<file path="config.mk">
export PLATFORM = sky130hd
export DESIGN_NAME = clkbuf_dev_flat
export DESIGN_NICKNAME = d
export VERILOG_FILES = /design/src/rtl/clkbuf_pkg.sv /design/src/rtl/clkbuf_link_if.sv /design/src/rtl/clkbuf_pin_state.sv /design/src/rtl/clkbuf_dev.sv /design/src/flat_wrapper.sv
export VERILOG_INCLUDE_DIRS = /design/src /design/src/rtl
export SDC_FILE = /design/constraint.sdc
export NUM_CORES = 1
export LEC_CHECK = 0
export BUFFER_PORTS_ARGS = -buffer_cell sky130_fd_sc_hd__buf_2
export CAP_MARGIN = 20
export CORE_UTILIZATION = 57
export DETAILED_ROUTE_END_ITERATION = 10
export HOLD_SLACK_MARGIN = 0.08
export PLACE_DENSITY = 0.75
export SYNTH_ARGS = -nofsm -noshare
export SYNTH_HDL_FRONTEND = slang
export SYNTH_SLANG_ARGS = --single-unit
</file>
<file path="constraint.sdc">
create_clock -name sys_clk_i -period 2.56 [get_ports sys_clk_i]
set_input_delay 0.512 -clock sys_clk_i [delete_from_list [all_inputs] [get_ports sys_clk_i]]
set_output_delay 0.512 -clock sys_clk_i [all_outputs]
set_load 0.02 [all_outputs]
</file>
<file path="src/rtl/clkbuf_regs.svh">
// Constants for the four-output clock buffer control block and its host end.
// Included by the pin state, device and host files; holds definitions only.
`ifndef CLKBUF_REGS_SVH
`define CLKBUF_REGS_SVH

`define PD_LAST_TICK    2'h2
`define ADDR_LOW        8'hd8
`define ADDR_MID        8'hda
`define ADDR_HIGH       8'hde

`define REG_CTL1        7'h00
`define REG_EN1         7'h01
`define REG_EN2         7'h02
`define REG_PINS        7'h03
`define REG_VENDOR      7'h05
`define REG_DEVICE      7'h06
`define REG_COUNT       7'h07
`define REG_OUTPUT_SETTING_REG      7'h08
`define REG_TRIM        7'h4c

`define RST_CTL1_HI     4'h4
`define RST_CTL1_LO     4'h7
`define RST_EN1         8'hff
`define RST_EN2         8'h0f
`define RST_COUNT       8'h09
`define RST_OUTPUT_SETTING_REG      8'h00
`define RST_TRIM        8'h00
// Identification values are arbitrary.
`define VENDOR_ID       8'h5a
`define DEVICE_ID       8'ha5

`define EN1_CH1         5
`define EN1_CH0         2
`define EN2_CH3         2
`define EN2_CH2         0
`define OUTPUT_SETTING_REG_TERM     5
`define OUTPUT_SETTING_REG_DRV      4
`define CMD_BYTE_BIT    7

`define H_PINS          4'h0
`define H_BEAT          4'h4
`define H_STAT          4'h8
`define HP_PIN          0
`define HP_SUP          1
`define HP_REF          2
`define HP_OE           4
`define HP_STRAP        8
`define HB_FIRST        8
`define HB_LAST         9
`define HP_RESET        10'h00f2
`define REF_DIV_LAST    4'h1
`define REF_HOLD        2'h3

`endif

</file>
<file path="src/rtl/clkbuf_pkg.sv">
// Types shared by both ends of the clock buffer control link.
// Assumes nothing of its surroundings.
package clkbuf_pkg;
	typedef enum logic [1:0] {STRAP_LOW = 2'h0, STRAP_MID = 2'h1, STRAP_HIGH = 2'h2} strap_t;
	typedef enum logic [4:0] {
		H_IDLE  = 5'h01,
		H_OPEN  = 5'h02,
		H_BEAT  = 5'h04,
		H_WAIT  = 5'h08,
		H_CLOSE = 5'h10
	} host_state_t;
endpackage

</file>
<file path="src/rtl/clkbuf_link_if.sv">
// Link between the clock buffer control device and its host and board pins.
// Assumes one clock for both ends; the testbench joins the modports.
`timescale 1ns/100ps
`default_nettype none
interface clkbuf_link_if;
	logic                 pgpd;
	logic                 supply_ok;
	logic                 ref_tick;
	logic [3:0]           oe_n;
	clkbuf_pkg::strap_t   strap;
	logic                 sel;
	logic                 beat;
	logic [7:0]           wbyte;
	logic                 ack;
	logic [7:0]           rbyte;
	logic                 drive;
	modport dev (input pgpd, supply_ok, ref_tick, oe_n, strap, sel, beat, wbyte, output ack, rbyte, drive);
	modport host (output pgpd, supply_ok, ref_tick, oe_n, strap, sel, beat, wbyte, input ack, rbyte, drive);
endinterface
`default_nettype wire

</file>
<file path="src/rtl/clkbuf_pin_state.sv">
// Tracks power good and power-down from the shared pin.
// Assumes the pin, supply flag and reference tick are synchronous to sys_clk_i.
`timescale 1ns/100ps
`default_nettype none
`include "clkbuf_regs.svh"
module clkbuf_pin_state (
	input  wire logic sys_clk_i,
	input  wire logic srst_i,
	input  wire logic pin_i,
	input  wire logic supply_ok_i,
	input  wire logic ref_tick_i,
	output logic      power_good_o,
	output logic      powerdown_o,
	output logic      pg_rise_o
);
	logic       pin_q;
	logic [1:0] ticks;
	logic       pin_rise;

	assign pin_rise  = pin_i & ~pin_q;
	assign pg_rise_o = pin_rise & ~power_good_o;

	always_ff @(posedge sys_clk_i)
	begin
		pin_q <= srst_i ? 1'b0 : pin_i;
	end

	// Only supply loss or power-on reset clears it; later pin edges never re-evaluate it.
	always_ff @(posedge sys_clk_i)
	begin
		if (srst_i || !supply_ok_i)
			power_good_o <= 1'b0;
		else if (pin_rise)
			power_good_o <= 1'b1;
	end

	always_ff @(posedge sys_clk_i)
	begin
		if (srst_i || !supply_ok_i || !power_good_o)
		begin
			powerdown_o <= 1'b0;
			ticks       <= 2'h0;
		end
		else if (!pin_i)
		begin
			if (!powerdown_o && ref_tick_i)
			begin
				if (ticks == `PD_LAST_TICK)
					powerdown_o <= 1'b1;
				ticks <= ticks + 2'h1;
			end
		end
		else
		begin
			ticks <= 2'h0;
			if (powerdown_o && ref_tick_i)
				powerdown_o <= 1'b0;
		end
	end
endmodule // clkbuf_pin_state
`default_nettype wire

</file>
<file path="src/rtl/clkbuf_dev.sv">
// Control logic of the four-output clock buffer: pin states, bus registers, output gating.
// Assumes link inputs are synchronous to sys_clk_i and srst_i models power-on.
//
// Design decisions made here: the register offsets and strobed register access.
`timescale 1ns/100ps
`default_nettype none
`include "clkbuf_regs.svh"
module clkbuf_dev (
	input  wire logic     sys_clk_i,
	input  wire logic     srst_i,
	clkbuf_link_if.dev    link,
	output logic [3:0]    ch_run_o,
	output logic [3:0]    ch_hiz_o,
	output logic          term_100_o,
	output logic [7:0]    slew_trim_o,
	output logic          power_good_o,
	output logic          powerdown_o
);
	logic       pg;
	logic       pd;
	logic       pg_rise;
	logic       active;
	logic [7:0] my_addr;
	logic [3:0] ctl1_lo;
	logic [7:0] en1;
	logic [7:0] en2;
	logic [7:0] count;
	logic [7:0] output_setting_reg;
	logic [7:0] trim;
	logic [1:0] beat_no;
	logic       hit;
	logic       rd_frame;
	logic       block;
	logic [6:0] ptr;
	logic       take;
	logic       accept;
	logic       wr_en;
	logic       rd_en;
	logic       step;
	logic [3:0] ch_en;
	logic       up;

	clkbuf_pin_state u_pin_state (
		.sys_clk_i   (sys_clk_i),
		.srst_i      (srst_i),
		.pin_i       (link.pgpd),
		.supply_ok_i (link.supply_ok),
		.ref_tick_i  (link.ref_tick),
		.power_good_o(pg),
		.powerdown_o (pd),
		.pg_rise_o   (pg_rise)
	);

	assign power_good_o = pg;
	assign powerdown_o  = pd;

	function automatic logic [7:0] reg_read(input logic [6:0] idx);
		logic [7:0] v;
		v = 8'h00;
		case (idx)
			`REG_CTL1:   v = {`RST_CTL1_HI, ctl1_lo};
			`REG_EN1:    v = en1;
			`REG_EN2:    v = en2;
			`REG_PINS:   v = {4'h0, link.oe_n};
			`REG_VENDOR: v = `VENDOR_ID;
			`REG_DEVICE: v = `DEVICE_ID;
			`REG_COUNT:  v = count;
			`REG_OUTPUT_SETTING_REG: v = output_setting_reg;
			`REG_TRIM:   v = trim;
			default:     v = 8'h00;
		endcase
		return v;
	endfunction

	// The bus is floated whenever the pin is low; registers keep their values.
	assign active     = pg & link.pgpd;
	assign link.drive = active;
	assign take       = link.sel & link.beat & active;

	always_ff @(posedge sys_clk_i)
	begin
		if (srst_i)
			my_addr <= `ADDR_LOW;
		else if (pg_rise)
		begin
			case (link.strap)
				clkbuf_pkg::STRAP_MID:  my_addr <= `ADDR_MID;
				clkbuf_pkg::STRAP_HIGH: my_addr <= `ADDR_HIGH;
				default:                my_addr <= `ADDR_LOW;
			endcase
		end
	end

	// Beat 0 is the slave address, beat 1 the command or first read byte.
	always_ff @(posedge sys_clk_i)
	begin
		if (srst_i || !link.sel)
		begin
			beat_no  <= 2'h0;
			hit      <= 1'b0;
			rd_frame <= 1'b0;
		end
		else if (take)
		begin
			if (beat_no != 2'h3)
				beat_no <= beat_no + 2'h1;
			if (beat_no == 2'h0)
			begin
				hit      <= link.wbyte[7:1] == my_addr[7:1];
				rd_frame <= link.wbyte[0];
			end
		end
	end

	// Block frames carry a count byte before data; byte frames carry one data byte.
	assign accept = hit & ((beat_no == 2'h1) | block | ((beat_no == 2'h2) & ~rd_frame));
	assign wr_en  = take & hit & ~rd_frame & (block ? (beat_no == 2'h3) : (beat_no == 2'h2));
	assign rd_en  = take & hit & rd_frame & (block ? (beat_no != 2'h0) : (beat_no == 2'h1));
	assign step   = block & ((wr_en) | (rd_en & (beat_no != 2'h1)));

	always_ff @(posedge sys_clk_i)
	begin
		if (srst_i)
		begin
			block <= 1'b0;
			ptr   <= 7'h00;
		end
		else if (take & hit & ~rd_frame & (beat_no == 2'h1))
		begin
			block <= ~link.wbyte[`CMD_BYTE_BIT];
			ptr   <= link.wbyte[6:0];
		end
		else if (step)
			ptr <= ptr + 7'h01;
	end

	always_ff @(posedge sys_clk_i)
	begin
		if (srst_i)
			link.ack <= 1'b0;
		else
			link.ack <= take & ((beat_no == 2'h0) ? (link.wbyte[7:1] == my_addr[7:1]) : accept);
	end

	always_ff @(posedge sys_clk_i)
	begin
		if (srst_i)
			link.rbyte <= 8'h00;
		else if (rd_en)
			link.rbyte <= (block && beat_no == 2'h1) ? count : reg_read(ptr);
	end

	// Pin state never resets these registers; only power-on does.
	always_ff @(posedge sys_clk_i)
	begin
		if (srst_i)
		begin
			ctl1_lo <= `RST_CTL1_LO;
			en1     <= `RST_EN1;
			en2     <= `RST_EN2;
			count   <= `RST_COUNT;
			output_setting_reg  <= `RST_OUTPUT_SETTING_REG;
			trim    <= `RST_TRIM;
		end
		else if (wr_en)
		begin
			case (ptr)
				`REG_CTL1:   ctl1_lo <= link.wbyte[3:0];
				`REG_EN1:    en1     <= link.wbyte;
				`REG_EN2:    en2     <= link.wbyte;
				`REG_COUNT:  count   <= link.wbyte;
				`REG_OUTPUT_SETTING_REG: output_setting_reg  <= link.wbyte;
				`REG_TRIM:   trim    <= link.wbyte;
				default:     ;
			endcase
		end
	end

	assign ch_en = {en2[`EN2_CH3], en2[`EN2_CH2], en1[`EN1_CH1], en1[`EN1_CH0]};
	assign up    = pg & ~pd;

	// The enable pins act without any clocked stage in their path.
	assign ch_run_o = ch_en & ~link.oe_n & {4{up}};
	assign ch_hiz_o = ~ch_run_o & {4{pg & output_setting_reg[`OUTPUT_SETTING_REG_DRV]}};

	always_ff @(posedge sys_clk_i)
	begin
		if (srst_i)
		begin
			term_100_o  <= 1'b0;
			slew_trim_o <= `RST_TRIM;
		end
		else
		begin
			term_100_o  <= output_setting_reg[`OUTPUT_SETTING_REG_TERM];
			slew_trim_o <= trim;
		end
	end
endmodule // clkbuf_dev
`default_nettype wire

</file>
<file path="src/flat_wrapper.sv">
// flat-port wrapper written by rule: the top's interface ports become plain ports
module clkbuf_dev_flat 
  (sys_clk_i, srst_i, ch_run_o, ch_hiz_o, term_100_o, slew_trim_o, power_good_o, powerdown_o, link_pgpd, link_supply_ok, link_ref_tick, link_oe_n, link_strap, link_sel, link_beat, link_wbyte, link_ack, link_rbyte, link_drive);
  clkbuf_link_if link_i ();
  input  wire logic sys_clk_i;
  input  wire logic srst_i;
  output logic [3:0] ch_run_o;
  output logic [3:0] ch_hiz_o;
  output logic term_100_o;
  output logic [7:0] slew_trim_o;
  output logic power_good_o;
  output logic powerdown_o;
  input wire logic [$bits(link_i.pgpd)-1:0] link_pgpd;
  input wire logic [$bits(link_i.supply_ok)-1:0] link_supply_ok;
  input wire logic [$bits(link_i.ref_tick)-1:0] link_ref_tick;
  input wire logic [$bits(link_i.oe_n)-1:0] link_oe_n;
  input wire logic [$bits(link_i.strap)-1:0] link_strap;
  input wire logic [$bits(link_i.sel)-1:0] link_sel;
  input wire logic [$bits(link_i.beat)-1:0] link_beat;
  input wire logic [$bits(link_i.wbyte)-1:0] link_wbyte;
  output wire logic [$bits(link_i.ack)-1:0] link_ack;
  output wire logic [$bits(link_i.rbyte)-1:0] link_rbyte;
  output wire logic [$bits(link_i.drive)-1:0] link_drive;
  assign link_i.pgpd = link_pgpd;
  assign link_i.supply_ok = link_supply_ok;
  assign link_i.ref_tick = link_ref_tick;
  assign link_i.oe_n = link_oe_n;
  assign link_i.strap = link_strap;
  assign link_i.sel = link_sel;
  assign link_i.beat = link_beat;
  assign link_i.wbyte = link_wbyte;
  assign link_ack = link_i.ack;
  assign link_rbyte = link_i.rbyte;
  assign link_drive = link_i.drive;
  clkbuf_dev u_core (.sys_clk_i(sys_clk_i), .srst_i(srst_i), .link(link_i), .ch_run_o(ch_run_o), .ch_hiz_o(ch_hiz_o), .term_100_o(term_100_o), .slew_trim_o(slew_trim_o), .power_good_o(power_good_o), .powerdown_o(powerdown_o));
endmodule
</file>
==> flow_summary_export.csv, run 1 <==
group,metric,value,unit
clocking,path_clk_slew,0.09,ns
floorplanning,die_area,0.00701,mm2
cells_and_area,nets,510,
placed_design,hpwl,6790,um
yosys,synth_nets,472,
yosys,synth_top_area_share,0.426,
sta,rsz0062_at_grt,"false",
setup_path,cp-end-kind,"register",
cells_and_area,drive_gt1_frac,0.169,
routing,first_pass_iters,5,
setup_path,required,2.79,ns
clocking,htreeDepth,3,
pwr,p_sw_frac,0.249,
setup_path,r2r-end,"u_core.link.rbyte[1]$_SDFFE_PP0N_",
clocking,clock-root-buffer,"clkbuf_8",
yosys,yosysSeqAreaShare,0.426,
setup_path,critPathKind,"register to register",
floorplanning,ios,50,
setup_path,crit_slowest_cell,"dfxtp_1",
setup_path,r2r-start,"u_core.ptr[0]$_SDFFE_PP0P_",
sta,setup_tns,0,ns
setup_path,cp_slowest_stage_delay,0.47,ns
clocking,cts_hold_buf,0,
routing,drt_iter0_markers,297,
setup_path,r2r_setup_slack,0.29,ns
global_routing,grt_max_degree,53,
cells_and_area,area_delta_synth_final,11.3,%
clocking,cts_buffers,9,
yosys,synth_area_per_cell,8.64,um2
clocking,post_cts_resize_count,0,
cells_and_area,layout.cells.non_filler,561,
global_routing,grt_pass1_vias,3155,
floorplanning,die_w,83.7,um
floorplanning,start_util,0.596,
routing,drt-total-wl,9860,um
pwr,power.total,2.23,mW
yosys,synth_edf_count,0,
global_routing,antenna_found_initial,0,
yosys,ys_types,50,
sta,setup_viol_count_final,0,
global_routing,grt_pass1_wl,16100,um
sta,clock_skew,0.0143,ns
sta,min_period,2.27,ns
yosys,ys.flop_type,"dfxtp_1",
pwr,pwr-share-comb,0.043,
min_path,min_path_cells,2,
yosys,synth.area.top_cells,"dfxtp_1, nand2_1, a21oi_1, mux2i_1, ha_1",
yosys,ys_warn_count,0,
floorplanning,core.rowCount,29,
pwr,seq_power_share,0.567,
routing,wl_per_cell,17.6,um
cells_and_area,n_antenna_cell,0,
yosys,syn_area,0.00381,mm2
pwr,power-per-cell-area,527,mW/mm2
setup_path,crit_path_cell_trace,"inv_1 -> ha_1 -> and4bb_2 -> and3_1 -> o2bb2ai_1 -> a211oi_1 -> a221oi_1",
sta,worstMarginPinSlew,0.630,ns
min_path,hp-class,"input pin to register",
setup_path,r2r_cells,7,
setup_path,cp-start-kind,"register",
setup_path,path_max_fanout,16,
pwr,peakVddDrop,0.450,mV
routing,viasPerCell,6.17,
setup_path,cp.arrival,2.50,ns
sta,fmax,441,MHz
outcome,status,"complete, no violations",
placed_design,globalplace.congestion,0.865,
clocking,post_cts_buffers,0,
pwr,clockPowerShare,0.389,
placed_design,port-buffer-count,49,
pwr,p_int,1.68,mW
yosys,yosysTopAreaCell,"dfxtp_1",
sta,max_slew_margin,0.580,
clocking,cts_tree,"done",
routing,ant_nets,0,
pwr,p_sw,0.557,mW
yosys,synth_seq_cells,81,
cells_and_area,utilization,0.664,
yosys,syn_inst,441,
clocking,clock_sinks,81,
global_routing,grt_overflow_total,0,
global_routing,grt_usage,0.292,
clocking,insertion_delay,0.36,ns
placed_design,dp_cells,545,
sta,drv_slew,0,
sta,fin_crit_sh,0.885,
job,drv_cap,0,
min_path,min_from,"link_ref_tick",
routing,drc,0,
clocking,cts_buffer_depth,2,
sta,hold_viol,0,
min_path,min_to,"u_core.u_pin_state.powerdown_o$_SDFFE_PP0P_",
pwr,p_leak,1.61,nW
floorplanning,coreArea,0.00639,mm2
floorplanning,die_h,83.7,um
routing,vias,3463,
yosys,async_flop_share,0,
power groups by stage:
stage	clock network, mW	registers, mW	logic (mW)
2_1_floorplan	0	1.30	0.0428
3_3_place_gp	0	1.30	0.0934
3_5_place_dp	0	1.30	0.0953
4_1_cts	0.871	1.27	0.0956
5_1_grt	0.924	1.27	0.104
6_report	0.869	1.27	0.0968
cells in the final DEF (no fill, tap or decap), drive strengths merged, types with 2 or more instances in the layout:
master	n
dfxtp	81
nand2	58
buf	57
a21oi	40
nor2	29
nand3	27
mux2i	20
o21ai	18
inv	15
nor3	14
nor2b	13
a221oi	12
clkbuf	11
ha	10
a211oi	8
xnor2	8
nor3b	7
o2bb2ai	6
and3	4
o2111ai	4
and2	3
o31ai	3
a22oi	3
a31oi	3
a22o	3
nor4	3
clkinv	3
or3	2
and4	2
a222oi	2
xor2	2
nand4	2
synthesized netlist by cell type, types with 3 or more instances:
master     instances
a221oi_1          12
nor2_1            28
o2111ai_1          4
xnor2_1            8
nor3_1            12
nor3b_1            7
a21oi_1           40
o31ai_1            3
and2_1             3
nand2_1           57
o2bb2ai_1          6
buf_2              7
nor4_1             3
mux2i_1           20
clkbuf_1          16
inv_1             14
o21ai_0           18
a22o_1             3
ha_1              10
and3_1             4
dfxtp_1           81
a22oi_1            3
nor2b_1           13
a211oi_1           8
nand3_1           25
buf_4              4
a31oi_1            3
cells by family (layout without fill, tap and decap cells):
family,count (synthesis),in the layout,synth area share
adders and majority gates,10,10,0.0329
muxes,21,21,0.0555
and+or+nand+nor,168,168,0.226
buffers and inverters,44,87,0.0539
xor gates and xnor gates,10,10,0.0230
DFF,81,81,0.426
AOI/OAI and AO/OA,107,107,0.183
worst max-delay path, delay by kind of cell (launching register included):
kind                       cells  cell delay, ns
DFF                            1            0.47
and+or+nand+nor                2            0.65
AOI/OAI and AO/OA              3            0.70
adders and majority gates      1            0.22
buffers and inverters          1            0.10
routing by layer:
metal  vias to the layer above  wire length [um]  GRT usage
met5                         -                 0          0
li1                       1653                 -          -
met2                       153              4430      0.452
met1                      1633              4430      0.402
met4                         0               248      0.119
met3                        24               748     0.0544
final cells by class:
class / count / area, um2
repair buffers: 57 / 305
inverters: 14 / 52.6
well taps: 77 / 96.3
fillers: 553 / 2150
clock buffers: 11 / 141
multi-input cells: 316 / 1980
clock inverters: 5 / 38.8
flip-flops and latches: 81 / 1620
worst max-delay path by stage:
stage                                                       startpoint                                end  depth (start not counted)
final                                       u_core.ptr[0]$_SDFFE_PP0P_  u_core.link.rbyte[1]$_SDFFE_PP0N_                          7
after global routing                    u_core.beat_no[0]$_SDFFE_PP0P_       u_core.count[0]$_SDFFE_PP1P_                          6
after CTS                                   u_core.ptr[0]$_SDFFE_PP0P_  u_core.link.rbyte[3]$_SDFFE_PP0N_                          7
after detailed placement                                     link_pgpd       u_core.count[0]$_SDFFE_PP1P_                          6
after global placement                                       link_pgpd       u_core.count[0]$_SDFFE_PP1P_                          6
after floorplan           u_core.u_pin_state.power_good_o$_SDFFE_PP0P_                        ch_hiz_o[0]                          3
metrics by stage:
| step | cell area, um2 | worst slack [ns] | hold WS, ns |
|---|---|---|---|
| after floorplan | 3810 | 0.496 | 0.436 |
| after global placement | 4060 | 0.330 | 0.443 |
| after detailed placement | 4060 | 0.213 | 0.448 |
| after CTS | 4240 | 0.353 | 0.345 |
| after global routing | 4240 | 0.191 | 0.346 |
| final | 4240 | 0.294 | 0.347 |
Power figures use the tool's default switching activity.
==> run 2, diff against run 1 <==
- CORE_MARGIN: default -> 2
==> run 2 against run 1 <==
Compared with the run above: clock skew down 0.0028 ns; worst hold slack about the same; combinational power down 0.4%; maximum frequency down 4.6%; sequential cell count unchanged; global-route usage down 2.3 points; highest routed layer unchanged; critical path depth unchanged.
==> flow_summary_export.csv, run 2 (synthesis results as in run 1) <==
group,metric,value,unit
outcome,status,"complete, no violations",
cells_and_area,area_delta_synth_final,12.0,%
clocking,cts_hold_buf,0,
sta,drv_slew,0,
cells_and_area,final_common_cell,"dfxtp_1",
placed_design,hpwl,6630,um
routing,wl_per_cell,17.2,um
sta,max_slew_margin,0.606,
clocking,post_cts_buffers,0,
setup_path,required,2.79,ns
clocking,insertion_delay,0.36,ns
sta,clock_skew,0.0114,ns
global_routing,grt_overflow_total,0,
clocking,path_clk_slew,0.09,ns
sta,hold_viol,0,
sta,fin_crit_sh,0.927,
cells_and_area,drive_gt1_frac,0.171,
setup_path,cp-start-kind,"register",
pwr,p_sw,0.584,mW
cells_and_area,layout.cells.non_filler,561,
cells_and_area,nets,510,
global_routing,antenna_found_initial,0,
sta,rsz0062_at_grt,"false",
placed_design,port-buffer-count,49,
clocking,cts_buffer_depth,2,
sta,fmax,421,MHz
min_path,hp-class,"input pin to register",
pwr,seq_power_share,0.540,
cells_and_area,final_cell_mix,"dfxtp_1, nand2_1, buf_2",
clocking,post_cts_resize_count,0,
clocking,clock-root-buffer,"clkbuf_8",
clocking,cts_tree,"done",
setup_path,cp.arrival,2.60,ns
cells_and_area,num-fill-cells,552,
pwr,clockPowerShare,0.419,
global_routing,grt_usage,0.270,
placed_design,dp_slack,0.255,ns
pwr,p_int,1.76,mW
placed_design,dp_cells,545,
global_routing,grt_max_degree,53,
routing,drt_iter0_markers,257,
routing,vias,3412,
cells_and_area,n_antenna_cell,0,
global_routing,grt_pass1_wl,15400,um
routing,drt-total-wl,9640,um
global_routing,grt_pass1_vias,2972,
setup_path,cp-end-kind,"register",
pwr,pwr-share-comb,0.041,
clocking,cts_buffers,9,
sta,setup_viol_count_final,0,
setup_path,critPathKind,"register to register",
floorplanning,die_area,0.00735,mm2
clocking,htreeDepth,3,
routing,viasPerCell,6.08,
floorplanning,core.rowCount,29,
sta,final.setup.worst_slack,0.186,ns
floorplanning,die_h,85.7,um
pwr,p_leak,1.63,nW
clocking,clock_sinks,81,
sta,worstMarginPinSlew,0.585,ns
sta,setup_tns,0,ns
sta,min_period,2.37,ns
pwr,peakVddDrop,0.493,mV
floorplanning,die_w,85.7,um
routing,first_pass_iters,7,
floorplanning,coreArea,0.00642,mm2
placed_design,globalplace.congestion,0.926,
pwr,power-per-cell-area,549,mW/mm2
floorplanning,start_util,0.593,
pwr,p_sw_frac,0.249,
job,drv_cap,0,
setup_path,path_max_fanout,16,
routing,ant_nets,0,
floorplanning,ios,50,
routing,drc,0,
run 2: cell count changes in the layout (fill, tap and decap cells not counted), sizes merged:
cell / before / now
clkinvlp: 1 / 0
clkbuf: 11 / 9
bufinv: 0 / 1
inv: 15 / 17
run 2: critical path, stage by stage, from the launching register on:
cell and delay [ns]:
dfxtp_1 0.44, inv_1 0.09, ha_1 0.33, and4bb_2 0.29
and3_1 0.37, o2bb2ai_1 0.24, a211oi_1 0.34, a221oi_1 0.14
run 2: worst paths after layout:
check | depth (start not counted) | end | slack, ns | from
worst max-delay path | 7 | u_core.link.rbyte[1]$_SDFFE_PP0N_ | 0.19 | u_core.ptr[0]$_SDFFE_PP0P_
worst min-delay path | 2 | u_core.u_pin_state.powerdown_o$_SDFFE_PP0P_ | 0.35 | link_ref_tick
worst max register to register | 7 | u_core.link.rbyte[1]$_SDFFE_PP0N_ | 0.19 | u_core.ptr[0]$_SDFFE_PP0P_
worst min register to register | 2 | u_core.output_setting_reg[2]$_SDFFE_PP0P_ | 0.46 | u_core.output_setting_reg[2]$_SDFFE_PP0P_
run 2: area by class of cell:
class	count	area [um2]	share of cell area
clock buffers	9	124	0.0290
multi-input cells	316	1980	0.465
inverters	14	52.6	0.0123
well taps	77	96.3	0.0226
repair buffers	57	305	0.0716
clock inverters	7	85.1	0.0199
flip-flops and latches	81	1620	0.380
run 2: through the flow:
| step | hold WS (ns) | utilization | power (mW) | cell area, um2 |
|---|---|---|---|---|
| detailed placement | 0.451 | 0.632 | 1.39 | 4060 |
| global placement | 0.446 | 0.632 | 1.39 | 4060 |
| floorplan | 0.436 | - | 1.34 | 3810 |
| finish | 0.347 | 0.664 | 2.34 | 4270 |
| CTS | 0.339 | 0.664 | 2.36 | 4270 |
| global route | 0.341 | 0.664 | 2.41 | 4270 |
run 2: power by group through the flow:
| stage | combinational, mW | clock, mW | sequential (mW) |
|---|---|---|---|
| finish | 0.0964 | 0.982 | 1.27 |
| global route | 0.104 | 1.04 | 1.27 |
| CTS | 0.0948 | 0.999 | 1.27 |
| detailed placement | 0.0942 | 0 | 1.30 |
| global placement | 0.0940 | 0 | 1.30 |
| floorplan | 0.0428 | 0 | 1.30 |
run 2: metal layers:
layer	track usage	vias to the layer above	wire [um]
met2	0.403	152	4250
met3	0.0626	12	843
met5	0	-	0
li1	-	1655	-
met4	0.0606	0	119
met1	0.398	1593	4430
==> run 3, diff against run 2 <==
- CAP_MARGIN: 20 -> default
- PLACE_DENSITY: 0.75 -> 0.81
==> run 3 against run 2 <==
Compared with the run above: the run now ends with DRC left; critical path depth unchanged; die area unchanged; sequential cell count unchanged; final cell count down 0.18%; worst hold slack better by 0.018 ns; sequential share of layout area up 0.056 points; core utilization down 0.097 points; clock-buffer cell count unchanged; critical path type unchanged; largest cell class unchanged.
==> flow_summary_export.csv, run 3 (synthesis results as in run 1) <==
group,metric,value,unit
clocking,post_cts_resize_count,0,
floorplanning,coreArea,0.00642,mm2
setup_path,crit_slowest_cell,"and3_1",
sta,worstMarginPinSlew,0.580,ns
floorplanning,die_h,85.7,um
clocking,path_clk_slew,0.09,ns
placed_design,dp_slack,0.238,ns
cells_and_area,area_delta_synth_final,11.9,%
sta,min_period,2.39,ns
routing,drc,3,
sta,max_slew_margin,0.614,
sta,final.setup.worst_slack,0.173,ns
global_routing,grt_usage,0.277,
setup_path,critPathKind,"register to register",
cells_and_area,multiInputGateArea,0.00198,mm2
pwr,p_leak,1.62,nW
clocking,clock-root-buffer,"clkbuf_8",
global_routing,grt_pass1_vias,3204,
global_routing,grt_overflow_total,0,
global_routing,antenna_found_initial,0,
setup_path,crit_path_cell_trace,"inv_1 -> ha_1 -> and4bb_2 -> and3_1 -> o2bb2ai_1 -> a211oi_1 -> a221oi_1",
routing,ant_nets,0,
placed_design,globalplace.congestion,0.947,
clocking,cts_hold_buf,0,
floorplanning,ios,50,
outcome,status,"finished, violations left",
clocking,cts_tree,"done",
cells_and_area,design_area,0.00426,mm2
sta,fin_crit_sh,0.932,
global_routing,grt_pass1_wl,16000,um
sta,setup_tns,0,ns
pwr,power-per-cell-area,552,mW/mm2
sta,hold_viol,0,
sta,clock_skew,0.00897,ns
routing,wl_per_cell,17.6,um
cells_and_area,num-fill-cells,513,
floorplanning,core.rowCount,29,
setup_path,path_max_fanout,16,
pwr,power.total,2.35,mW
placed_design,dpl_cell_area,0.00405,mm2
min_path,hp-class,"input pin to register",
floorplanning,die_w,85.7,um
sta,drv_slew,0,
cells_and_area,final_common_cell,"dfxtp_1",
setup_path,cp.arrival,2.64,ns
global_routing,grt_max_degree,53,
floorplanning,start_util,0.593,
setup_path,required,2.82,ns
clocking,insertion_delay,0.36,ns
routing,viasPerCell,6.23,
pwr,peakVddDrop,0.384,mV
placed_design,port-buffer-count,49,
outcome,violations,"DRC",
clocking,cts_buffer_depth,2,
clocking,post_cts_buffers,0,
sta,setup_viol_count_final,0,
cells_and_area,nets,509,
cells_and_area,regArea,0.00162,mm2
clocking,htreeDepth,3,
setup_path,cp_slowest_stage_delay,0.54,ns
setup_path,cp-end-kind,"register",
cells_and_area,final_cell_mix,"dfxtp_1, nand2_1, buf_2",
routing,first_pass_iters,11,
clocking,clock_sinks,81,
setup_path,cp-start-kind,"register",
cells_and_area,n_antenna_cell,0,
job,drv_cap,0,
routing,vias,3490,
sta,fmax,419,MHz
routing,drt-total-wl,9830,um
placed_design,hpwl,6770,um
sta,timing.hold.ws,0.365,ns
routing,drt_iter0_markers,407,
floorplanning,die_area,0.00735,mm2
cells_and_area,drive_gt1_frac,0.170,
sta,rsz0062_at_grt,"false",
clocking,cts_buffers,9,
==> run 3: cell count changes in the layout (fill, tap and decap cells not counted) <==
| cell | change |
|---|---|
| buf_4 | -1 |
| clkinv_4 | -1 |
| clkinvlp_4 | +1 |
| inv_6 | -1 |
| inv_8 | +1 |
==> run 3: per-stage QoR <==
stage	util	instances
floorplan	-	441
global placement	0.631	544
detailed placement	0.631	544
CTS	0.663	560
global route	0.663	560
finish	0.663	560
==> run 3: metal layers <==
| layer | global-route usage | up-vias | wire length, um |
|---|---|---|---|
| li1 | - | 1644 | - |
| met1 | 0.383 | 1630 | 4320 |
| met2 | 0.434 | 190 | 4380 |
| met3 | 0.0481 | 26 | 848 |
| met4 | 0.111 | 0 | 286 |
| met5 | 0 | - | 0 |
==> run 3: worst max-delay path, delay by kind of cell (launching register included) <==
family	cells	cell delay (ns)
DFF	1	0.37
AOI/OAI and AO/OA	3	0.62
and+or+nand+nor	2	0.85
adders and majority gates	1	0.35
buffers and inverters	1	0.10
==> run 3: power breakdown <==
| part | internal, mW | switching (mW) | total, mW | leakage, nW |
|---|---|---|---|---|
| clock network | 0.471 | 0.518 | 0.989 | 0.104 |
| registers | 1.26 | 0.00389 | 1.27 | 0.654 |
| logic | 0.0285 | 0.0677 | 0.0962 | 0.860 |
==> run 3: final cells by class <==
class | instances | share of cell area
Sequential cell | 81 | 0.381
Clock inverter | 7 | 0.0203
Multi-Input combinational cell | 316 | 0.465
Inverter | 14 | 0.0123
Timing Repair Buffer | 56 | 0.0699
Tap cell | 77 | 0.0226
Clock buffer | 9 | 0.0291
==> run 3: worst paths after layout <==
kind / endpoint / cells after the start / start / slack (ns)
min: u_core.u_pin_state.powerdown_o$_SDFFE_PP0P_ / 2 / link_ref_tick / 0.36
max reg2reg: u_core.link.rbyte[3]$_SDFFE_PP0N_ / 7 / u_core.ptr[0]$_SDFFE_PP0P_ / 0.17
max: u_core.link.rbyte[3]$_SDFFE_PP0N_ / 7 / u_core.ptr[0]$_SDFFE_PP0P_ / 0.17
min reg2reg: u_core.output_setting_reg[0]$_SDFFE_PP0P_ / 2 / u_core.output_setting_reg[0]$_SDFFE_PP0P_ / 0.46
